## src/fsq_pkg.sv

```systemverilog
package fsq_pkg;

  // Bus window: array words below 0x100, control words above
  localparam logic [8:0]  CTRL_OFFSET   = 9'h100;
  localparam logic [8:0]  UNLOCK_OFFSET = 9'h104;

  // Array shape: two blocks of thirty-two 16-bit words
  localparam int          WORDS      = 64;
  localparam int          BLK_WORDS  = 32;
  localparam logic [15:0] ERASED_VAL = 16'hffff;

  // Control word bit positions
  localparam int BIT_WRITE_EN     = 0;
  localparam int BIT_ERASE_EN     = 1;
  localparam int BIT_BUSY         = 2;
  localparam int BIT_SUPPLY_DROP  = 3;
  localparam int BIT_SUPPLY_OK    = 4;
  localparam int BIT_PW_LO        = 5;
  localparam int BIT_PW_HI        = 6;
  localparam int BIT_DOUBLE       = 7;
  localparam int BIT_BLK_LO       = 8;
  localparam int BIT_BLK_HI       = 9;
  localparam int BIT_MODE_CONFIRM = 10;

  // Reset value, software-writable bits, unlock key
  localparam logic [15:0] CTRL_RESET   = 16'h0000;
  localparam logic [15:0] CTRL_WR_MASK = 16'h07e3;
  localparam logic [15:0] UNLOCK_KEY   = 16'h1000;

  // Pulse lengths in clock cycles for the two short width codes
  localparam logic [16:0] PULSE_LEN_0 = 17'h00080;
  localparam logic [16:0] PULSE_LEN_1 = 17'h00800;

  // Sequencer states, Gray along idle, half, pulse
  typedef enum logic [1:0] {
    ST_IDLE  = 2'b00,
    ST_HALF  = 2'b01,
    ST_PULSE = 2'b11
  } fsq_state_t;

  // Bus request held from address phase into data phase
  typedef struct packed {
    logic [8:0] addr;
    logic       write;
    logic       sel;
  } fsq_req_t;

  // Pending program or erase job
  typedef struct packed {
    logic [5:0]  addr;
    logic [15:0] lo;
    logic [15:0] hi;
    logic        dbl;
    logic        erase;
    logic [1:0]  blk;
  } fsq_job_t;

endpackage

```

## src/fsq_pulse_timer.sv

```systemverilog
`timescale 1ns/1ns
module fsq_pulse_timer (
  // Clock and reset
  input  wire logic        clock_in,
  input  wire logic        rstn_in,
  // Control
  input  wire logic        start_in,
  input  wire logic        abort_in,
  input  wire logic [16:0] len_in,
  // Status
  output logic             busy_out,
  output logic             done_out
);

  logic [16:0] cnt_r;
  logic        busy_r;

  // Down counter, busy for exactly len cycles
  always_ff @(posedge clock_in) begin
    if (!rstn_in) begin
      cnt_r  <= 17'h00000;
      busy_r <= 1'b0;
    end else if (abort_in) begin
      busy_r <= 1'b0;
    end else if (start_in && !busy_r) begin
      cnt_r  <= len_in - 17'h00001;
      busy_r <= 1'b1;
    end else if (busy_r) begin
      if (cnt_r == 17'h00000) begin
        busy_r <= 1'b0;
      end else begin
        cnt_r <= cnt_r - 17'h00001;
      end
    end
  end

  // Last busy cycle, suppressed by abort
  assign busy_out = busy_r;
  assign done_out = busy_r && (cnt_r == 17'h00000) && !abort_in;

endmodule // fsq_pulse_timer

```

## src/fsq_array_mem.sv

```systemverilog
`timescale 1ns/1ns
module fsq_array_mem (
  // Clock and reset
  input  wire logic        clock_in,
  input  wire logic        rstn_in,
  // Read port
  input  wire logic        rd_en_in,
  input  wire logic [5:0]  rd_addr_in,
  output logic      [15:0] rd_data_out,
  // Program and erase port
  input  wire logic        prog_en_in,
  input  wire logic        prog_dbl_in,
  input  wire logic [5:0]  prog_addr_in,
  input  wire logic [15:0] prog_lo_in,
  input  wire logic [15:0] prog_hi_in,
  input  wire logic        erase_en_in,
  input  wire logic [1:0]  erase_blk_in
);

  logic [15:0] mem_r [fsq_pkg::WORDS];

  // Cells only lose ones on program, regain them on block erase
  for (genvar i = 0; i < fsq_pkg::WORDS; i++) begin : g_word
    localparam int BLK = i / fsq_pkg::BLK_WORDS;
    always_ff @(posedge clock_in) begin
      if (!rstn_in) begin
        mem_r[i] <= fsq_pkg::ERASED_VAL;
      end else if (erase_en_in && erase_blk_in[BLK]) begin
        mem_r[i] <= fsq_pkg::ERASED_VAL;
      end else if (prog_en_in && prog_addr_in == 6'(i)) begin
        mem_r[i] <= mem_r[i] & prog_lo_in;
      end else if (prog_en_in && prog_dbl_in && (prog_addr_in | 6'h01) == 6'(i)) begin
        mem_r[i] <= mem_r[i] & prog_hi_in;
      end
    end
  end

  // Registered read
  always_ff @(posedge clock_in) begin
    if (!rstn_in) begin
      rd_data_out <= 16'h0000;
    end else if (rd_en_in) begin
      rd_data_out <= mem_r[rd_addr_in];
    end
  end

endmodule // fsq_array_mem

```

## src/fsq_sequencer.sv

```systemverilog
// Added by the designer: the address map and the AHB-Lite interface to the registers.
`timescale 1ns/1ns
// Function
// - Armed for program, data write to target word starts pulse by itself.
// - Double mode: two writes, even then odd word, programmed together.
// - Two pulse-width bits set the pulse length.
// - Busy reads one during program pulse, clears at its end.
// - Supply-drop reads one if high voltage fell during pulse.
// - Writing control back to reset with write enable clear stops everything.
// - Loading erase setup only arms; no erase without the command write.
// - Write into an armed block starts erase pulse on whole block.
// - Busy reads one during erase pulse, clears when it completes.
// - Clearing control ends erase and verify before normal reads.
// - Control reachable only after an unlock write sequence.
// - Supply-present flag reads one while high voltage is correct.
module fsq_sequencer #(
  parameter logic [16:0] PULSE_LEN_2 = 17'h08000,
  parameter logic [16:0] PULSE_LEN_3 = 17'h10000
) (
  // Clock and reset
  input  wire logic        clock_in,
  input  wire logic        rstn_in,
  // AHB-Lite slave
  input  wire logic        hsel_in,
  input  wire logic [31:0] haddr_in,
  input  wire logic [1:0]  htrans_in,
  input  wire logic        hwrite_in,
  input  wire logic [2:0]  hsize_in,
  input  wire logic [31:0] hwdata_in,
  input  wire logic        hready_in,
  output logic             hreadyout_out,
  output logic             hresp_out,
  output logic      [31:0] hrdata_out,
  // High-voltage supply sense pin
  input  wire logic        vpp_ok_in
);

  fsq_pkg::fsq_req_t   req_r;
  fsq_pkg::fsq_job_t   job_r;
  fsq_pkg::fsq_state_t state_r;
  logic                vpp_meta_r;
  logic                vpp_ok_r;
  logic                key_seen_r;
  logic                unlocked_r;
  logic [15:0]         ctrl_r;
  logic                drop_r;
  logic [15:0]         reg_rd_r;
  logic                rd_arr_r;
  logic [15:0]         mem_q;
  logic [16:0]         pulse_len;
  logic [15:0]         status_word;
  logic                busy;
  logic                done;

  // Supply sense synchroniser
  always_ff @(posedge clock_in) begin
    if (!rstn_in) begin
      vpp_meta_r <= 1'b0;
      vpp_ok_r   <= 1'b0;
    end else begin
      vpp_meta_r <= vpp_ok_in;
      vpp_ok_r   <= vpp_meta_r;
    end
  end

  // Address phase capture; hsize unused, word access only
  wire addr_take = hsel_in && hready_in && htrans_in[1];

  always_ff @(posedge clock_in) begin
    if (!rstn_in) begin
      req_r <= '0;
    end else if (hready_in) begin
      req_r.sel   <= addr_take;
      req_r.write <= hwrite_in;
      req_r.addr  <= haddr_in[8:0];
    end
  end

  // Data phase write decode
  wire         wr_act  = req_r.sel && req_r.write;
  wire         wr_arr  = wr_act && !req_r.addr[8];
  wire         wr_ctrl = wr_act && (req_r.addr == fsq_pkg::CTRL_OFFSET);
  wire         wr_key  = wr_act && (req_r.addr == fsq_pkg::UNLOCK_OFFSET);
  wire [15:0]  wdata   = hwdata_in[15:0];
  wire [5:0]   waddr   = req_r.addr[7:2];
  wire         key_ok  = (wdata == fsq_pkg::UNLOCK_KEY);

  // Exit: control written with write enable clear
  wire exit_cmd  = wr_ctrl && unlocked_r && !wdata[fsq_pkg::BIT_WRITE_EN];
  wire ctrl_load = wr_ctrl && unlocked_r && wdata[fsq_pkg::BIT_WRITE_EN] && !busy;

  // Unlock: two back-to-back key writes open the control word
  always_ff @(posedge clock_in) begin
    if (!rstn_in) begin
      key_seen_r <= 1'b0;
      unlocked_r <= 1'b0;
    end else if (exit_cmd) begin
      key_seen_r <= 1'b0;
      unlocked_r <= 1'b0;
    end else if (wr_act) begin
      key_seen_r <= wr_key && key_ok && !key_seen_r;
      if (wr_key && key_ok && key_seen_r) begin
        unlocked_r <= 1'b1;
      end
    end
  end

  // Control word; ignored while locked
  always_ff @(posedge clock_in) begin
    if (!rstn_in) begin
      ctrl_r <= fsq_pkg::CTRL_RESET;
    end else if (exit_cmd) begin
      ctrl_r <= fsq_pkg::CTRL_RESET;
    end else if (ctrl_load) begin
      ctrl_r <= wdata & fsq_pkg::CTRL_WR_MASK;
    end
  end

  // Command decode against armed setup
  wire armed      = unlocked_r && ctrl_r[fsq_pkg::BIT_WRITE_EN] && ctrl_r[fsq_pkg::BIT_MODE_CONFIRM];
  wire erase_mode = ctrl_r[fsq_pkg::BIT_ERASE_EN];
  wire dbl_mode   = ctrl_r[fsq_pkg::BIT_DOUBLE];
  wire blk_hit    = waddr[5] ? ctrl_r[fsq_pkg::BIT_BLK_HI] : ctrl_r[fsq_pkg::BIT_BLK_LO];
  wire cmd_ok     = wr_arr && armed && !busy;
  wire erase_go   = cmd_ok && erase_mode && blk_hit;
  wire prog_lo    = cmd_ok && !erase_mode && dbl_mode && (state_r == fsq_pkg::ST_IDLE);
  wire prog_go    = cmd_ok && !erase_mode && (!dbl_mode || state_r == fsq_pkg::ST_HALF);
  wire start      = erase_go || prog_go;

  // Sequencer state
  always_ff @(posedge clock_in) begin
    if (!rstn_in) begin
      state_r <= fsq_pkg::ST_IDLE;
    end else if (exit_cmd || ctrl_load) begin
      state_r <= fsq_pkg::ST_IDLE;
    end else begin
      case (state_r)
        fsq_pkg::ST_IDLE: begin
          if (start) begin
            state_r <= fsq_pkg::ST_PULSE;
          end else if (prog_lo) begin
            state_r <= fsq_pkg::ST_HALF;
          end
        end
        fsq_pkg::ST_HALF: begin
          if (start) begin
            state_r <= fsq_pkg::ST_PULSE;
          end
        end
        fsq_pkg::ST_PULSE: begin
          // Leave on the last pulse cycle, so a prompt next write finds idle
          if (done) begin
            state_r <= fsq_pkg::ST_IDLE;
          end
        end
        default: begin
          state_r <= fsq_pkg::ST_IDLE;
        end
      endcase
    end
  end

  // Job capture: even word, odd word, or block mask
  always_ff @(posedge clock_in) begin
    if (!rstn_in) begin
      job_r <= '0;
    end else if (erase_go) begin
      job_r.erase <= 1'b1;
      job_r.blk   <= {ctrl_r[fsq_pkg::BIT_BLK_HI], ctrl_r[fsq_pkg::BIT_BLK_LO]};
    end else if (prog_lo) begin
      job_r.erase <= 1'b0;
      job_r.addr  <= {waddr[5:1], 1'b0};
      job_r.lo    <= wdata;
    end else if (prog_go) begin
      job_r.erase <= 1'b0;
      job_r.dbl   <= dbl_mode;
      if (dbl_mode) begin
        job_r.hi <= wdata;
      end else begin
        job_r.addr <= waddr;
        job_r.lo   <= wdata;
      end
    end
  end

  // Pulse length from the two width bits
  always_comb begin
    case ({ctrl_r[fsq_pkg::BIT_PW_HI], ctrl_r[fsq_pkg::BIT_PW_LO]})
      2'b00:   pulse_len = fsq_pkg::PULSE_LEN_0;
      2'b01:   pulse_len = fsq_pkg::PULSE_LEN_1;
      2'b10:   pulse_len = PULSE_LEN_2;
      default: pulse_len = PULSE_LEN_3;
    endcase
  end

  // Pulse timer; exit aborts without committing
  fsq_pulse_timer u_timer (
    .clock_in (clock_in),
    .rstn_in  (rstn_in),
    .start_in (start),
    .abort_in (exit_cmd),
    .len_in   (pulse_len),
    .busy_out (busy),
    .done_out (done)
  );

  // Supply drop: cleared at start, set by any low cycle in pulse
  always_ff @(posedge clock_in) begin
    if (!rstn_in) begin
      drop_r <= 1'b0;
    end else if (busy && !vpp_ok_r) begin
      drop_r <= 1'b1;
    end else if (start) begin
      drop_r <= 1'b0;
    end
  end

  // Flash array, committed at pulse end
  fsq_array_mem u_mem (
    .clock_in     (clock_in),
    .rstn_in      (rstn_in),
    .rd_en_in     (addr_take && !hwrite_in && !haddr_in[8]),
    .rd_addr_in   (haddr_in[7:2]),
    .rd_data_out  (mem_q),
    .prog_en_in   (done && !job_r.erase),
    .prog_dbl_in  (job_r.dbl),
    .prog_addr_in (job_r.addr),
    .prog_lo_in   (job_r.lo),
    .prog_hi_in   (job_r.hi),
    .erase_en_in  (done && job_r.erase),
    .erase_blk_in (job_r.blk)
  );

  // Status view of the control word
  always_comb begin
    status_word                           = ctrl_r;
    status_word[fsq_pkg::BIT_BUSY]        = busy;
    status_word[fsq_pkg::BIT_SUPPLY_DROP] = drop_r;
    status_word[fsq_pkg::BIT_SUPPLY_OK]   = vpp_ok_r;
  end

  // Read data captured at address phase
  always_ff @(posedge clock_in) begin
    if (!rstn_in) begin
      reg_rd_r <= 16'h0000;
      rd_arr_r <= 1'b0;
    end else if (hready_in) begin
      rd_arr_r <= addr_take && !hwrite_in && !haddr_in[8];
      if (addr_take && !hwrite_in && haddr_in[8:0] == fsq_pkg::CTRL_OFFSET && unlocked_r) begin
        reg_rd_r <= status_word;
      end else begin
        reg_rd_r <= 16'h0000;
      end
    end
  end

  // Bus answer: zero wait, always OKAY
  assign hreadyout_out = 1'b1;
  assign hresp_out     = 1'b0;
  assign hrdata_out    = {16'h0000, rd_arr_r ? mem_q : reg_rd_r};

  logic [16:0] busy_cnt_r;
  logic [16:0] exp_len_r;

  // Helper: measured and expected pulse length
  always_ff @(posedge clock_in) begin
    if (!rstn_in) begin
      busy_cnt_r <= 17'h00000;
      exp_len_r  <= 17'h00000;
    end else if (start && !busy) begin
      busy_cnt_r <= 17'h00000;
      exp_len_r  <= pulse_len;
    end else if (busy) begin
      busy_cnt_r <= busy_cnt_r + 17'h00001;
    end
  end
endmodule // fsq_sequencer

```

## config.mk

```make
export PLATFORM = sky130hd
export DESIGN_NAME = fsq_sequencer
export DESIGN_NICKNAME = d
export VERILOG_FILES = /design/src/fsq_pkg.sv /design/src/fsq_pulse_timer.sv /design/src/fsq_array_mem.sv /design/src/fsq_sequencer.sv
export SDC_FILE = /design/constraint.sdc
export NUM_CORES = 2
export LEC_CHECK = 0
export BUFFER_PORTS_ARGS = -buffer_cell sky130_fd_sc_hd__buf_2
export CORE_ASPECT_RATIO = 0.9
export CORE_MARGIN = 2
export CORE_UTILIZATION = 60
export CTS_BUF_LIST = sky130_fd_sc_hd__clkbuf_4 sky130_fd_sc_hd__clkbuf_8
export CTS_CLUSTER_SIZE = 14
export DETAILED_ROUTE_END_ITERATION = 8
export GPL_ROUTABILITY_DRIVEN = 1
export HOLD_SLACK_MARGIN = 0.05
export PLACE_DENSITY = 0.89
export SLEW_MARGIN = 20
export SYNTH_ARGS = -nofsm -noshare
export SYNTH_HDL_FRONTEND = slang
export SYNTH_SLANG_ARGS = --single-unit
```

## constraint.sdc

```tcl
create_clock -name clock_in -period 10 [get_ports clock_in]
set_input_delay 1 -clock clock_in [delete_from_list [all_inputs] [get_ports clock_in]]
set_output_delay 1 -clock clock_in [all_outputs]
set_load 0.1 [all_outputs]
```

==> flow_metrics.py <==
metrics = {
    "die": {
        "die_h_um": 301.4,
        "core_area_mm2": 0.09779,
        "die_x_um": 334.4,
        "rows": 109,
        "initial_core_util": 0.6028,
        "ios": 109,
        "fp.dieArea_mm2": 0.1008,
    },
    "yosys": {
        "syn_area_per_cell_um2": 11.20,
        "ys_warn_count": 0,
        "synth_top_area_frac": 0.5216,
        "synth_area_leaders": "edfxtp_1 52%, mux4_2 9.7%, nand2_1 7.3%, dfxtp_1 3.9%, mux2i_1 3.7%",
        "ys_seq_area_frac": 0.5603,
        "syn-cell-area_mm2": 0.05895,
        "yosysUniqueCellTypes": 76,
        "synthArstFlopShare": 0,
        "synth_edf_count": 1024,
        "synthFlopType": "edfxtp_1",
        "yosys_register_bits": 1138,
        "synth_top_cell_by_area": "edfxtp_1",
        "syn-instance-count": 5262,
    },
    "critical_path": {
        "r2r_end": "u_mem.mem_r[48][6]",
        "path_cells": "or4_1, or3_1, nor3_1, nand3_1, o21ai_1, buf_4",
        "r2r_slack_ns": 4.86,
        "crit_slowest_cell": "o21ai_1",
        "critPathMaxFanout": 16,
        "arrival_ns": 5.73,
        "cp-startpoint": "u_timer.cnt_r[5]",
        "crit_required_ns": 10.59,
        "endpoint_kind": "flop",
        "r2r_start": "u_timer.cnt_r[5]",
        "slowest_delay_ns": 0.98,
        "rr_worst_depth": 6,
        "setup.worst_path.end": "u_mem.mem_r[48][6]",
        "critical_path_class": "reg -> reg",
        "start_kind": "flop",
    },
    "cells_and_area": {
        "fin_area_mm2": 0.06377,
        "fin_util": 0.6522,
        "area.growth.synth_to_final_pct": 8.184,
        "post_route_cells_drive_above_1_share": 0.1631,
        "nNetsFinal": 5196,
        "fillers": 6594,
    },
    "route": {
        "drt_wl_total_um": 193600,
        "vias": 48200,
        "wl_met2_um": 81250,
        "routed.top_layer": "met5",
        "drtPass1Iterations": 9,
        "wl_per_cell_um": 29.61,
        "route.met3.wl_um": 37470,
        "vias_per_cell": 7.374,
        "drc_errors": 1,
        "drtIter0Drc": 9200,
        "ant_nets": 0,
        "m1WireLength_um": 60910,
    },
    "timing": {
        "drv_slew": 0,
        "skew_ns": 0.04298,
        "layout_min_cycle_time_ns": 5.135,
        "setup_viol": 0,
        "hold_violations": 0,
        "relSlewSlack": 0.1361,
        "min_period_over_period": 0.5135,
        "worst_pin_slew_ns": 1.284,
        "fmax_mhz": 194.7,
        "rsz0062_at_grt": "false",
        "setup_tns_ns": 0,
    },
    "outcome": {
        "outcome": "finished with violations",
        "violations": "DRC",
    },
    "cts": {
        "clock_sinks": 1138,
        "cts_tree": "done",
        "cts_inserted_buffers": 179,
        "clk_pin_slew_worst_paths_ns": 0.06,
        "postCtsHoldBufs": 0,
        "root_buffer": "clkbuf_8",
        "worstSkewPairLatency_ns": 0.91,
        "h-tree-depth": 4,
        "postCtsSetupRepairBufs": 0,
        "post_cts_resized": 0,
        "clk_path_buf_depth": 3,
    },
    "power": {
        "peakVddDrop_uv": 110.7,
        "power_density_mw_per_mm2": 160.9,
        "power.leakage_nw": 20.96,
    },
    "global_route": {
        "overflow": 0,
        "grt_max_degree": 105,
        "antenna_found_initial": 8,
        "grt_pass1_wl_um": 285800,
        "grt_pass1_vias": 46660,
        "grtUsageTotal": 0.3780,
    },
    "worst_hold_path": {
        "hold_path.class": "in -> reg",
    },
    "placement": {
        "routabilityCongestion": 1.020,
        "placed_area_mm2": 0.06007,
        "hpwl_um": 114600,
        "io_buffers": 47,
    },
    "run": {
        "max-cap-violations": 0,
    },
}
==> power breakdown <==
part / leakage, nW / total, mW / internal [mW] / switching (mW)
combinational: 7.85 / 0.684 / 0.243 / 0.441
sequential: 11.2 / 5.52 / 5.38 / 0.133
clock: 1.87 / 4.06 / 2.10 / 1.96
total: 21.0 / 10.3 / 7.72 / 2.54
==> flip-flops by register name, summed over array words and instances, names as in the netlist <==
| signal | cells |
|---|---|
| u_mem.mem_r | 1024 |
| job_r | 42 |
| u_timer.cnt_r | 17 |
| u_mem.rd_data_out | 16 |
| reg_rd_r | 11 |
| req_r | 11 |
| ctrl_r | 8 |
| state_r | 2 |
| drop_r | 1 |
| key_seen_r | 1 |
| rd_arr_r | 1 |
| u_timer.busy_out | 1 |
| unlocked_r | 1 |
| vpp_meta_r | 1 |
| vpp_ok_r | 1 |
==> worst max-delay path: cells and delay by family, from the launching register on <==
family | cells | cell delay, ns
AOI/OAI and AO/OA | 1 | 0.98
buffers and inverters | 1 | 0.34
DFF | 1 | 0.36
and+or+nand+nor | 4 | 3.14
==> worst min-delay path by stage <==
stage	endpoint	slack [ns]	cells after the start	start
finish	vpp_meta_r	0.34	2	vpp_ok_in
global route	vpp_meta_r	0.35	2	vpp_ok_in
CTS	vpp_meta_r	0.31	2	vpp_ok_in
detailed placement	vpp_ok_r	0.43	1	vpp_meta_r
global placement	vpp_ok_r	0.42	1	vpp_meta_r
floorplan	vpp_ok_r	0.41	1	vpp_meta_r
==> cell families after synthesis <==
family / after synthesis / synth area share
multiplexers: 497 / 0.1391
flip-flops: 1138 / 0.5603
other: 2 / 0.0001274
buffers and inverters: 633 / 0.04302
XOR/XNOR: 4 / 0.0005944
adder cells (fa/ha/maj): 1 / 0.0002122
AO/OA/AOI/OAI: 1226 / 0.1349
AND/OR/NAND/NOR: 1761 / 0.1217
==> cells in the final DEF (no fill, tap or decap), drive strengths merged, types with 20 or more instances in the layout <==
master / count
clkinv: 57
buf: 185
a21oi: 338
nor3: 26
o211ai: 20
mux4: 254
clkbuf: 248
nand3: 49
o21ai: 157
o22a: 128
o221ai: 37
mux2i: 216
dfxtp: 114
nor2: 419
o32a: 22
inv: 115
o22ai: 257
edfxtp: 1024
and2: 26
nand2: 1144
a22oi: 60
nor2b: 26
o21a: 153
mux2: 27
==> synth_stat cells, types with 60 or more instances <==
cell type / count
edfxtp_1: 1024
o21ai_0: 157
nor2_1: 417
mux4_2: 254
nand2_1: 1144
a22oi_1: 60
o22a_1: 128
buf_1: 84
a21oi_1: 338
dfxtp_1: 114
inv_1: 108
clkbuf_1: 375
o21a_1: 153
mux2i_1: 216
o22ai_1: 257
==> cell type report <==
cell class / count / area, um^2 / area share
diodes: 2 / 5.005 / 0.00007848
clock buffers: 248 / 3038 / 0.04764
clock inverters: 72 / 513.0 / 0.008044
inverters: 109 / 409.1 / 0.006416
multi-input cells: 3507 / 23750 / 0.3724
flip-flops and latches: 1138 / 33120 / 0.5194
well taps: 1276 / 1597 / 0.02503
repair buffers: 185 / 1339 / 0.02099
==> routing by layer <==
metal / track usage / up-vias
met1: 0.4762 / 22730
met2: 0.5359 / 5197
met4: 0.2295 / 10
met5: 0 / -
li1: - / 19210
met3: 0.1717 / 1055
==> metrics by stage <==
stage                     total power, mW  worst slack (ns)  std cells  hold slack, ns
after global placement              6.210             4.990       6213          0.4232
after CTS                           10.18             4.996       6533          0.3093
final                               10.26             4.865       6537          0.3359
after floorplan                     5.978             5.995       5278          0.4119
after global routing                10.43             4.755       6536          0.3478
after detailed placement            6.238             5.018       6213          0.4287
Note: power is estimated with default switching activity, not from simulation.
